===== config.mk =====
export PLATFORM = sky130hd
export DESIGN_NAME = cpu_command_pulse_unit
export DESIGN_NICKNAME = d
export VERILOG_FILES = /design/src/cpu_pkg.sv /design/src/cpu_command_pulse_unit.sv
export SDC_FILE = /design/constraint.sdc
export NUM_CORES = 1
export LEC_CHECK = 0
export BUFFER_PORTS_ARGS = -buffer_cell sky130_fd_sc_hd__buf_2
export CORE_MARGIN = 1.5
export CORE_UTILIZATION = 31
export CTS_BUF_LIST = sky130_fd_sc_hd__clkbuf_4
export CTS_CLUSTER_SIZE = 30
export DETAILED_ROUTE_END_ITERATION = 10
export GPL_TIMING_DRIVEN = 0
export HOLD_SLACK_MARGIN = 0.06
export PLACE_DENSITY = 0.48
export SETUP_SLACK_MARGIN = 0.15
export SLEW_MARGIN = 20
export SYNTH_ARGS = -nofsm -noshare
export SYNTH_HDL_FRONTEND = slang
export SYNTH_SLANG_ARGS = --single-unit

===== constraint.sdc =====
create_clock -name core_clk_in -period 3.6 [get_ports core_clk_in]
set_input_delay 0.18 -clock core_clk_in [delete_from_list [all_inputs] [get_ports core_clk_in]]
set_output_delay 0.18 -clock core_clk_in [all_outputs]
set_load 0.05 [all_outputs]

===== src/cpu_pkg.sv =====
// constants, types and state record of the command pulse unit
package cpu_pkg;

    // memory geometry and fixed locations
    localparam int CPU_ADDR_W = 10;
    localparam logic [9:0] CPU_BB_BASE = 10'h000;     // shared back-end buffer
    localparam logic [9:0] CPU_BUF_BASE = 10'h100;    // private packet buffer
    localparam logic [9:0] CPU_ROM_ID_HI = 10'h006;   // header octet 1 reference
    localparam logic [9:0] CPU_ROM_ID_LO = 10'h007;   // header octet 2 reference

    // packet layout and clean limits
    localparam logic [7:0] CPU_HDR_OCTETS = 8'h06;
    localparam logic [7:0] CPU_LEN_ADJ = 8'h07;       // length field + 7 = octets
    localparam logic [7:0] CPU_LEN_MIN = 8'h0A;       // 10 octets
    localparam logic [7:0] CPU_LEN_MAX_FULL = 8'hF8;  // 248 octets, 120 instructions
    localparam logic [7:0] CPU_LEN_MAX_TAIL = 8'hEE;  // 238 octets, 115 instructions
    localparam logic [7:0] CPU_CRC_OCTETS = 8'h02;
    localparam logic [7:0] CPU_INSTR_OCTETS = 8'h02;
    localparam logic [1:0] CPU_SEQ_UNSEG = 2'h3;
    localparam logic [5:0] CPU_AP_ZERO = 6'h00;

    // frame error control crc
    localparam logic [15:0] CPU_CRC_INIT = 16'hFFFF;
    localparam logic [15:0] CPU_CRC_POLY = 16'h1021;
    localparam logic [15:0] CPU_CRC_GOOD = 16'h0000;

    // status word
    localparam logic [15:0] CPU_STAT_RESET = 16'h3FFF;  // cold start
    localparam logic [1:0] CPU_ST_LEGAL = 2'h1;
    localparam logic [1:0] CPU_ST_ILLEGAL = 2'h2;
    localparam logic [1:0] CPU_ST_DIRTY = 2'h3;

    // pulse timing base, in clock periods
    localparam int CPU_CNT_W = 24;
    localparam int CPU_DIV0_CYCLES = 32'h0000_A000;     // 40960
    localparam int CPU_DIV1_CYCLES = 32'h0000_2000;     // 8192

    // segment offered by the segment layer
    typedef struct packed {
        logic valid;
        logic [5:0] map_id;
        logic [1:0] seq_flags;
        logic [7:0] octets;       // packet octets in the back-end buffer
        logic authenticated;
    } cpu_seg_s;

    // static configuration straps
    typedef struct packed {
        logic pulse_time_divider_select;
        logic auth_disable;
        logic auth_external_select;
        logic auth_tail_option;
    } cpu_cfg_s;

    typedef enum logic [4:0] {
        CPU_IDLE = 5'h00,
        CPU_C_RD = 5'h01,
        CPU_C_RDW = 5'h02,
        CPU_C_WR = 5'h03,
        CPU_C_RB = 5'h04,
        CPU_C_RBW = 5'h05,
        CPU_C_CRC = 5'h06,
        CPU_L_R6 = 5'h07,
        CPU_L_W6 = 5'h08,
        CPU_L_D6 = 5'h09,
        CPU_L_W7 = 5'h0A,
        CPU_L_D7 = 5'h0B,
        CPU_ERASE = 5'h0C,
        CPU_X_R1 = 5'h0D,
        CPU_X_W1 = 5'h0E,
        CPU_X_D1 = 5'h0F,
        CPU_X_W2 = 5'h10,
        CPU_X_D2 = 5'h11,
        CPU_PULSE = 5'h12
    } cpu_state_e;

    // whole state of the unit
    typedef struct packed {
        cpu_state_e state;
        logic [7:0] idx;
        logic [7:0] octets;
        logic [7:0] max_octets;
        logic [1:0] seq_flags;
        logic [15:0] crc;
        logic [5:0][7:0] hdr;
        logic [7:0] data;
        logic [7:0] sel;
        logic [CPU_CNT_W-1:0] cnt;
        logic pulse;
        logic [15:0] status;
        logic [9:0] ram_addr;
        logic ram_rd;
        logic ram_wr;
        logic [7:0] ram_wdata;
        logic [9:0] rom_addr;
        logic rom_rd;
        logic ack;
    } cpu_state_s;

endpackage : cpu_pkg


===== src/cpu_command_pulse_unit.sv =====
// command pulse unit: packet copy, clean and legal checks, timed pulse execution
`timescale 1ns/1ps
module cpu_command_pulse_unit #(
    parameter int DIV0_CYCLES = cpu_pkg::CPU_DIV0_CYCLES,
    parameter int DIV1_CYCLES = cpu_pkg::CPU_DIV1_CYCLES
) (
    // clock and reset
    input wire logic core_clk_in,
    input wire logic rst_n_in,
    // segment layer
    input wire cpu_pkg::cpu_seg_s seg_in,
    input wire cpu_pkg::cpu_cfg_s cfg_in,
    output logic seg_ack_out,
    output logic ap_zero_claim_out,
    output logic busy_out,
    // external ram: back-end buffer and private buffer
    output logic [cpu_pkg::CPU_ADDR_W-1:0] ram_addr_out,
    output logic ram_rd_out,
    output logic ram_wr_out,
    output logic [7:0] ram_wdata_out,
    input wire logic [7:0] ram_rdata_in,
    // external rom
    output logic [cpu_pkg::CPU_ADDR_W-1:0] rom_addr_out,
    output logic rom_rd_out,
    input wire logic [7:0] rom_data_in,
    // pulse demultiplexer and status
    output logic [7:0] pulse_select_out,
    output logic pulse_output_strobe_out,
    output logic [15:0] pulse_unit_status_out
);
    import cpu_pkg::*;

    ////////////////////////////////////////////////////////////////////////
    // helpers

    // one octet through the frame crc, msb first
    function automatic logic [15:0] crc_octet(input logic [15:0] crc, input logic [7:0] b);
        logic [15:0] c;
        c = crc;
        for (int i = 7; i >= 0; i--) begin
            if (c[15] ^ b[i]) begin
                c = {c[14:0], 1'b0} ^ CPU_CRC_POLY;
            end else begin
                c = {c[14:0], 1'b0};
            end
        end
        return c;
    endfunction : crc_octet

    // pulse length in clocks: base period shifted by the duration code
    function automatic logic [CPU_CNT_W-1:0] pulse_cycles(input logic div_sel,
                                                          input logic [2:0] x);
        logic [CPU_CNT_W-1:0] base;
        base = div_sel ? CPU_CNT_W'(DIV1_CYCLES) : CPU_CNT_W'(DIV0_CYCLES);
        return base << x;
    endfunction : pulse_cycles

    // buffer address of a packet octet
    function automatic logic [9:0] buf_addr(input logic [9:0] base, input logic [7:0] i);
        return 10'(base + {2'b00, i});
    endfunction : buf_addr

    ////////////////////////////////////////////////////////////////////////
    // state

    // state record and next value
    cpu_state_s s_q;
    cpu_state_s s_d;

    // decoded helpers
    logic copying;
    logic auth_ok;
    logic internal_auth;
    logic ap_zero;
    logic [15:0] crc_next;
    logic clean;
    logic legal_hi;

    // segment routing and admission
    assign ap_zero = seg_in.valid && (seg_in.map_id == CPU_AP_ZERO);
    assign ap_zero_claim_out = ap_zero;

    // authentication gate
    assign internal_auth = !cfg_in.auth_disable && !cfg_in.auth_external_select;
    assign auth_ok = seg_in.authenticated || !internal_auth;
    // copy in flight
    assign copying = (s_q.state inside {CPU_C_RD, CPU_C_RDW, CPU_C_WR, CPU_C_RB,
                                        CPU_C_RBW, CPU_C_CRC});

    // crc of the read-back octet and the clean verdict on the last one
    assign crc_next = crc_octet(s_q.crc, ram_rdata_in);
    assign clean = (crc_next == CPU_CRC_GOOD)
        && (s_q.seq_flags == CPU_SEQ_UNSEG)
        && !s_q.octets[0]
        && (s_q.octets >= CPU_LEN_MIN)
        && (s_q.octets <= s_q.max_octets)
        && (s_q.hdr[4] == 8'h00)
        && (8'(s_q.hdr[5] + CPU_LEN_ADJ) == s_q.octets);
    // first id byte match
    assign legal_hi = (s_q.hdr[0] == rom_data_in);

    ////////////////////////////////////////////////////////////////////////
    // next state

    always_comb begin
        s_d = s_q;
        s_d.ram_rd = 1'b0;
        s_d.ram_wr = 1'b0;
        s_d.rom_rd = 1'b0;
        s_d.ack = 1'b0;

        // drop a segment that cannot be taken now; the held one is never dropped
        if (ap_zero && !copying && !s_q.ack &&
            ((s_q.state != CPU_IDLE) || !auth_ok)) begin
            s_d.ack = 1'b1;
        end

        unique case (s_q.state)
            CPU_IDLE: begin
                s_d.pulse = 1'b0;
                if (ap_zero && auth_ok && !s_q.ack) begin
                    if (seg_in.octets == 8'h00) begin
                        s_d.ack = 1'b1;
                        s_d.status[15:14] = CPU_ST_DIRTY;
                    end else begin
                        s_d.state = CPU_C_RD;
                        s_d.idx = 8'h00;
                        s_d.octets = seg_in.octets;
                        s_d.seq_flags = seg_in.seq_flags;
                        s_d.crc = CPU_CRC_INIT;
                        if (cfg_in.auth_disable ||
                            (cfg_in.auth_external_select && cfg_in.auth_tail_option)) begin
                            s_d.max_octets = CPU_LEN_MAX_FULL;
                        end else begin
                            s_d.max_octets = CPU_LEN_MAX_TAIL;
                        end
                    end
                end
            end

            // copy: read shared buffer, write private buffer, read it back
            CPU_C_RD: begin
                s_d.ram_rd = 1'b1;
                s_d.ram_addr = buf_addr(CPU_BB_BASE, s_q.idx);
                s_d.state = CPU_C_RDW;
            end
            CPU_C_RDW: begin
                // ram data next
                s_d.state = CPU_C_WR;
            end
            CPU_C_WR: begin
                s_d.ram_wr = 1'b1;
                s_d.ram_addr = buf_addr(CPU_BUF_BASE, s_q.idx);
                s_d.ram_wdata = ram_rdata_in;
                s_d.state = CPU_C_RB;
            end
            CPU_C_RB: begin
                s_d.ram_rd = 1'b1;
                s_d.ram_addr = buf_addr(CPU_BUF_BASE, s_q.idx);
                s_d.state = CPU_C_RBW;
            end
            CPU_C_RBW: begin
                // read-back next
                s_d.state = CPU_C_CRC;
            end
            CPU_C_CRC: begin
                s_d.crc = crc_next;
                if (s_q.idx < CPU_HDR_OCTETS) begin
                    s_d.hdr[s_q.idx[2:0]] = ram_rdata_in;
                end
                s_d.idx = 8'(s_q.idx + 8'h01);
                if (8'(s_q.idx + 8'h01) == s_q.octets) begin
                    s_d.ack = 1'b1;
                    s_d.idx = 8'h00;
                    if (clean) begin
                        s_d.state = CPU_L_R6;
                    end else begin
                        s_d.status[15:14] = CPU_ST_DIRTY;
                        s_d.state = CPU_ERASE;
                    end
                end else begin
                    s_d.state = CPU_C_RD;
                end
            end

            // legal check of the header against the rom identifier bytes
            CPU_L_R6: begin
                s_d.rom_rd = 1'b1;
                s_d.rom_addr = CPU_ROM_ID_HI;
                s_d.state = CPU_L_W6;
            end
            CPU_L_W6: begin
                // rom data next
                s_d.state = CPU_L_D6;
            end
            CPU_L_D6: begin
                s_d.data = {7'h00, legal_hi};
                s_d.rom_rd = 1'b1;
                s_d.rom_addr = CPU_ROM_ID_LO;
                s_d.state = CPU_L_W7;
            end
            CPU_L_W7: begin
                // second byte next
                s_d.state = CPU_L_D7;
            end
            CPU_L_D7: begin
                // sequence count is reported, never compared
                if (s_q.data[0] && (s_q.hdr[1] == rom_data_in) &&
                    (s_q.hdr[2][7:6] == CPU_SEQ_UNSEG)) begin
                    s_d.status = {CPU_ST_LEGAL, s_q.hdr[2][5:0], s_q.hdr[3]};
                    s_d.idx = CPU_HDR_OCTETS;
                    s_d.state = CPU_X_R1;
                end else begin
                    s_d.status[15:14] = CPU_ST_ILLEGAL;
                    s_d.state = CPU_ERASE;
                end
            end

            // wipe the private buffer of a rejected packet
            CPU_ERASE: begin
                // one octet a cycle
                s_d.ram_wr = 1'b1;
                s_d.ram_addr = buf_addr(CPU_BUF_BASE, s_q.idx);
                s_d.ram_wdata = 8'h00;
                s_d.idx = 8'(s_q.idx + 8'h01);
                if (8'(s_q.idx + 8'h01) == s_q.octets) begin
                    s_d.state = CPU_IDLE;
                end
            end

            // fetch one instruction: output select, then duration
            CPU_X_R1: begin
                s_d.ram_rd = 1'b1;
                s_d.ram_addr = buf_addr(CPU_BUF_BASE, s_q.idx);
                s_d.state = CPU_X_W1;
            end
            CPU_X_W1: begin
                // select next
                s_d.state = CPU_X_D1;
            end
            CPU_X_D1: begin
                s_d.data = ram_rdata_in;
                s_d.ram_rd = 1'b1;
                s_d.ram_addr = buf_addr(CPU_BUF_BASE, 8'(s_q.idx + 8'h01));
                s_d.state = CPU_X_W2;
            end
            CPU_X_W2: begin
                // duration next
                s_d.state = CPU_X_D2;
            end
            CPU_X_D2: begin
                s_d.sel = s_q.data;
                s_d.cnt = pulse_cycles(cfg_in.pulse_time_divider_select,
                                       ram_rdata_in[2:0]);
                s_d.pulse = 1'b1;
                s_d.state = CPU_PULSE;
            end

            // strobe stands while the counter runs, then the next instruction
            CPU_PULSE: begin
                if (s_q.cnt == CPU_CNT_W'(1)) begin
                    s_d.pulse = 1'b0;
                    s_d.idx = 8'(s_q.idx + CPU_INSTR_OCTETS);
                    if (8'(s_q.idx + CPU_INSTR_OCTETS) <
                        8'(s_q.octets - CPU_CRC_OCTETS)) begin
                        s_d.state = CPU_X_R1;
                    end else begin
                        s_d.state = CPU_IDLE;
                    end
                end else begin
                    s_d.cnt = CPU_CNT_W'(s_q.cnt - CPU_CNT_W'(1));
                end
            end

            default: begin
                s_d.state = CPU_IDLE;
            end
        endcase
    end

    ////////////////////////////////////////////////////////////////////////
    // state register

    always_ff @(posedge core_clk_in) begin
        if (!rst_n_in) begin
            s_q <= '0;
            s_q.state <= CPU_IDLE;
            s_q.crc <= CPU_CRC_INIT;
            s_q.max_octets <= CPU_LEN_MAX_FULL;
            s_q.status <= CPU_STAT_RESET;
        end else begin
            s_q <= s_d;
        end
    end

    ////////////////////////////////////////////////////////////////////////
    // outputs

    // busy spans copy, checks and execution
    assign busy_out = (s_q.state != CPU_IDLE);
    assign seg_ack_out = s_q.ack;

    // memory strobes, all registered
    assign ram_addr_out = s_q.ram_addr;
    assign ram_rd_out = s_q.ram_rd;
    assign ram_wr_out = s_q.ram_wr;
    assign ram_wdata_out = s_q.ram_wdata;
    assign rom_addr_out = s_q.rom_addr;
    assign rom_rd_out = s_q.rom_rd;

    assign pulse_select_out = s_q.sel;
    assign pulse_output_strobe_out = s_q.pulse;
    assign pulse_unit_status_out = s_q.status;

endmodule : cpu_command_pulse_unit


* Yosys cells after proc, flatten, opt, wreduce, memory -nomap -nowiden
Index checks and enable logic that the tools add are counted.
Operators by class: shift-type cells 1, multipliers 0, muxes and demuxes 46, reduce and logical (&&, ||, !) cells 54, equal/unequal tests 34, $add $sub $neg 7, bitwise operators 17, divide/modulo/power cells 0, magnitude comparators 6
Operators by type and width (count):
- 13-bit 2-to-1 mux | 9
- 5-bit case mux with 19 select lines | 1
- 47-bit 2-to-1 mux | 2
- 48-bit bitwise mux | 1
- 24-bit case mux with 2 select lines | 1
- 5-bit by 4-bit == test with 1-bit output, second input constant | 8
- 8-bit case mux with 5 select lines | 1
- 8-bit == test | 4
- 16-bit case mux with 2 select lines | 1
- 10-bit case mux with 3 select lines | 1
- 8-bit demux with 3-bit select | 1
- 24-bit by 1-bit == test with 1-bit output, second input constant | 1
- 24-bit 2-to-1 mux | 1
- 8-bit 2-to-1 mux | 3
- 3-bit inverter | 8
- 16-bit by 3-bit left shift with 24-bit output | 1
- 24-bit by 1-bit subtractor with 24-bit output, second input constant | 1
- 11-bit case mux with 2 select lines | 1
- 9-bit by 8-bit adder with 10-bit output, first input constant | 2
- 5-bit by 3-bit == test with 1-bit output, second input constant | 4
- 9-bit case mux with 2 select lines | 1
- 1-bit logical AND | 17
- 16-bit zero test | 1
- 8-bit zero test | 2
- other kinds (40) | 92
Word-level totals: memories kept 0, ROM bits 0, memory bits (writable) 0, output and inout port bits 59, flip-flop bits (word level) 184, latch bits 0, bits of input ports 40, logic and storage cells 190

* Longest topological paths before layout
depth in word-level cells 26, mapped depth 12, depth with buffers taken out 11

* Worst setup path before layout
Ideal clock, no wire load.
path type register -> register, start reg s_q[172] in the netlist's numbering, end reg s_q[173] in the netlist's numbering, buffers on the path 1, setup slack 1079 ps, cell stages (with the launch flop) 10, data required time 3517 ps, clock period less this slack 2521 ps, library setup time 83 ps, arrival 2439 ps, cell sequence dfxtp_1 > ha_1 > buf_2 > nand2_1 > or3_1 > o211ai_1 > o41ai_1 > a2111oi_2 > nand3_1 > o221ai_1
Between the ends: longest elaborated chain between the ends 4, elaborated cells on any way between the ends 6
Ends and longest elaborated chain:
- from (decl) | line cpu_command_pulse_unit.sv:67 | cpu_state_s s_q;
- 8-bit by 1-bit adder with 8-bit output | line cpu_command_pulse_unit.sv:171, cpu_command_pulse_unit.sv:172, cpu_command_pulse_unit.sv:225
- 8-bit == test | line cpu_command_pulse_unit.sv:172 | if (8'(s_q.idx + 8'h01) == s_q.octets) begin
- 8-bit 2-to-1 mux | line cpu_command_pulse_unit.sv:172
- 8-bit case mux with 5 select lines (*) | line cpu_command_pulse_unit.sv:118 | unique case (s_q.state)
Mark *: on every way between the ends. The rest lies on a longest branch, timed or not. The select of a mux whose other input is x is not followed. A chain may end at the register's enable or synchronous reset.

* Worst setup path after layout
start reg s_q[172] in the netlist's numbering, end reg s_q[175] in the netlist's numbering
The elaborated chain is that of the path after synthesis.

==> impl_metrics.py <==
metrics = {
    "place": {
        "portBuffers": 82,
        "gpl.final_weighted_congestion": 0.8677,
        "post-dp-hpwl_um": 20830,
    },
    "power": {
        "power.net_switching_mw": 1.137,
        "p_int_mw": 2.334,
        "power.static_leakage_nw": 4.187,
        "seqPwrFrac": 0.545,
        "power.share.clock": 0.329,
        "total_power_mw": 3.471,
        "power-per-cell-area_nw_per_um2": 329.1,
        "max-vdd-ir-drop_mv": 0.2309,
        "combinationalPowerShare": 0.126,
        "sw_frac_of_total": 0.3276,
    },
    "detailed_routing": {
        "met3_wirelength_um": 1239,
        "highest-signal-layer": "met4",
        "dr_wl_met2_um": 12860,
        "drtAntennaViolNets": 0,
        "avgViaCountPerCell": 4.966,
        "drt_first_pass_iters": 7,
        "totalWireLength_um": 28600,
        "detail_route.wirelength.met1_um": 13900,
        "dr_total_vias": 8150,
        "dr.first_iter.drc_count": 564,
        "drt-wirelength-per-cell_um": 17.43,
        "remaining_drc_errors": 0,
    },
    "floorplan": {
        "dieHeight_um": 174.8,
        "total_number_of_placement_rows": 62,
        "design.die.area_um2": 30560,
        "floorplan.initialDensity": 0.3171,
        "core_region_area_um2": 28860,
        "top_level_ports": 99,
        "chipWidth_um": 174.8,
    },
    "timing": {
        "final.period_utilization": 0.8845,
        "drv_slew": 0,
        "final_period_demand_of_the_worst_path_ns": 3.184,
        "hold_viol_final": 0,
        "fmax_mhz": 314.1,
        "clock-skew-final_ns": 0.02666,
        "setup_repair_after_global_routing_missed_its_margin": "true",
        "slew_headroom": 0.3068,
        "setup-violations-final": 0,
        "max_slew.worst_pin.slew_ns": 1.032,
        "setup_total_negative_slack_ns": 0,
    },
    "final_layout": {
        "layout.area.seq_um2": 3385,
        "multi_input_gate_area_in_the_final_layout_um2": 5056,
        "drive_above_1_share": 0.1537,
        "finish.net_count": 1303,
        "areaGrowthSynthToFinish_pct": 15.26,
        "num-fill-cells": 3098,
    },
    "hold_path": {
        "hold_path_class": "in2reg",
        "holdCritStartpoint": "ram_rdata_in[3]",
        "min_delay_worst_endpoint": "s_q[116]",
        "timing.hold.worst_path_depth": 3,
    },
    "worst_setup_path": {
        "critPathMostFrequentCell": "nand3_1",
        "r2r.worst_path.cells": 8,
        "worst_path_largest_cell_delay_ns": 0.55,
        "critical_path.cell_chain": "ha_1 > nand3_1 > xor2_1 > o2bb2ai_1 > o41ai_2 > a2111oi_4 > nand3_1 > o211ai_1",
        "register_to_register_setup_slack_ns": 0.42,
        "regToRegStartpoint": "s_q[172]",
        "worstPathArrival_ns": 3.68,
        "critPathMaxFanout": 9,
        "regToRegEndpoint": "s_q[175]",
        "critPathLaunchType": "register",
        "worstSetupEndpointType": "register",
        "worst-setup-path-type": "reg2reg",
        "cp_data_required_time_ns": 4.10,
        "critical_path.slowest_cell": "a2111oi_4",
    },
    "yosys": {
        "synth-seq-cells": 169,
        "synthesis.area_per_instance_um2": 8.178,
        "cells_taking_the_most_area_after_synthesis": "dfxtp_1 37%, mux2i_1 7.1%, nor2_1 6.1%, xnor2_1 5.2%, buf_4 4.3%",
        "synthesis.instances": 1119,
        "synthDistinctLibCells": 70,
        "synth.top_cell.area_share": 0.3697,
        "netlist.top_cell.by_area": "dfxtp_1",
        "async_flop_share": 0,
        "synth.cell_area_um2": 9151,
        "count_of_flip_flops_with_a_built_in_enable_after_synthesis": 0,
        "yosysSeqAreaShare": 0.3697,
        "synth_top_flop_cell": "dfxtp_1",
        "ys.warnings.count": 0,
    },
    "clocking": {
        "worstSkewPairLatency_ns": 0.59,
        "clock_tree.root_cell": "clkbuf_4",
        "clkTransAtPathRegs_ns": 0.17,
        "cts_setup_buffers": 0,
        "tritoncts.num_buffers": 17,
        "cts_htree_levels": 4,
        "numClockSinks": 169,
        "cts_max_path_buffers": 2,
        "cts_tree": "built",
    },
    "outcome": {
        "run_status": "finished clean",
    },
    "flow_run": {
        "cap_violations": 0,
    },
    "global_route": {
        "global_route_wire_length_before_repair_um": 44680,
        "grt-ovfl-total": 0,
        "number_of_global_route_vias_before_repair": 7787,
        "grt_max_degree": 19,
        "antenna_found_initial": 1,
        "grt_util_all_layers": 0.1879,
    },
}
[metal layers]
layer  vias up  track usage
met3        30      0.02872
met4         0      0.05983
met5         -            0
li1       4094            -
met2       220       0.2958
met1      3806       0.2627
[power by group through the flow]
stage                     combinational (mW)  sequential (mW)  clock [mW]
after detailed placement               0.417             1.93           0
final                                  0.439             1.89        1.14
after floorplan                        0.284             1.93           0
after global routing                   0.467             1.89        1.25
after CTS                              0.432             1.89        1.18
after global placement                 0.417             1.93           0
[layout make-up]
class / instances / area share
multi-input cells: 808 / 0.4794
plain buffers: 130 / 0.06702
inverters: 19 / 0.006762
well taps: 384 / 0.04555
diodes: 1 / 0.0002372
repair buffers: 98 / 0.05409
clock buffers: 17 / 0.01210
flip-flops and latches: 169 / 0.3209
clock inverters: 15 / 0.01400
[cell usage after synthesis (3+ instances only)]
| cell type | instances |
|---|---|
| nor3_1 | 45 |
| nor4b_1 | 5 |
| or2_1 | 3 |
| a311oi_1 | 3 |
| nor2b_1 | 7 |
| mux2i_1 | 65 |
| a21oi_1 | 64 |
| a22oi_1 | 20 |
| a211oi_1 | 11 |
| buf_1 | 5 |
| or4_1 | 5 |
| o21ai_1 | 23 |
| xnor2_1 | 54 |
| ha_1 | 20 |
| dfxtp_1 | 169 |
| nand2_1 | 104 |
| buf_4 | 52 |
| xor2_1 | 32 |
| o31ai_1 | 8 |
| nand4_1 | 16 |
| nand3b_1 | 4 |
| nand3_1 | 27 |
| o221ai_1 | 3 |
| and3_1 | 5 |
| buf_2 | 12 |
| o22ai_1 | 6 |
| a31oi_1 | 9 |
| and2_1 | 8 |
| or3_1 | 10 |
| clkbuf_1 | 59 |
| nand2b_1 | 11 |
| o31a_1 | 3 |
| nor3b_1 | 6 |
| inv_2 | 3 |
| o21ai_0 | 17 |
| nor2_1 | 148 |
| inv_1 | 16 |
| o211ai_1 | 9 |
| nor4_1 | 16 |
[cells by family after synthesis]
logic type / after synthesis / share of synthesized area
flip-flops: 169 / 0.3697
buffers and inverters: 149 / 0.08504
multiplexers: 65 / 0.07110
AND/OR/NAND/NOR: 427 / 0.2189
AO/OA/AOI/OAI: 199 / 0.1382
other: 1 / 0.0004098
adder cells (fa/ha/maj): 20 / 0.02734
XOR/XNOR: 89 / 0.08928
[cells in the final DEF (no fill, tap or decap), drive strengths merged, types with 4 or more instances in the layout]
| cell type | instances |
|---|---|
| nand2 | 104 |
| or2 | 5 |
| or4 | 6 |
| o211ai | 9 |
| nand3b | 4 |
| nand3 | 27 |
| or3 | 10 |
| and2 | 8 |
| nor2b | 7 |
| dfxtp | 169 |
| a31oi | 9 |
| mux2i | 65 |
| o21ai | 40 |
| o31ai | 8 |
| a21oi | 65 |
| and3 | 5 |
| nor4b | 5 |
| nor2 | 148 |
| nand4 | 16 |
| clkbuf | 77 |
| nor3b | 6 |
| dlygate4sd3 | 16 |
| nand2b | 11 |
| xor2 | 32 |
| conb | 8 |
| a22oi | 20 |
| buf | 152 |
| inv | 28 |
| nor3 | 45 |
| nor4 | 17 |
| ha | 20 |
| xnor2 | 55 |
| a211oi | 11 |
| o22ai | 6 |
[per-stage QoR]
step                worst slack [ns]  std cells  hold WS (ns)  cell area (um^2)  utilization
floorplan                      1.079       1126        0.3160              9178            -
global placement              0.1676       1592        0.4394             10070       0.3489
detailed placement            0.1686       1592        0.4413             10070       0.3491
CTS                           0.2319       1640       0.07249             10520       0.3644
global route                  0.1350       1641       0.09602             10550       0.3655
finish                        0.4158       1641        0.1164             10550       0.3655
[critical path, delay by kind of cell, from the launching register on]
kind	cells	cell delay [ns]
adders and majority gates	1	0.35
DFF	1	0.48
xor gates and xnor gates	1	0.24
AOI/OAI and AO/OA	4	1.35
and+or+nand+nor	2	0.66
[state kept, by name (all words and copies together) (netlist names)]
| name | cells |
|---|---|
| s_q | 121 |
| pulse_output_strobe_out | 1 |
| rom_addr_out | 2 |
| ram_addr_out | 9 |
| ram_wr_out | 1 |
| pulse_select_out | 8 |
| ram_wdata_out | 8 |
| ram_rd_out | 1 |
| pulse_unit_status_out | 16 |
| seg_ack_out | 1 |
| rom_rd_out | 1 |
[worst max path at each step]
stage / start / end / slack, ns / cells after the start
finish: s_q[172] / s_q[175] / 0.42 / 8
global route: s_q[181] / s_q[111] / 0.14 / 10
CTS: s_q[172] / s_q[173] / 0.23 / 8
detailed placement: s_q[181] / s_q[115] / 0.17 / 9
global placement: s_q[181] / s_q[115] / 0.17 / 9
floorplan: s_q[172] / s_q[173] / 1.08 / 9
[timing repair]
action                                  CTS  global route
endpoints found under the setup margin    1            17
endpoints found under the hold margin    36             0
pin swaps                                 0             0
resized for setup                         1             4
hold buffers                             16             0
(Power assumes the default switching activity.)
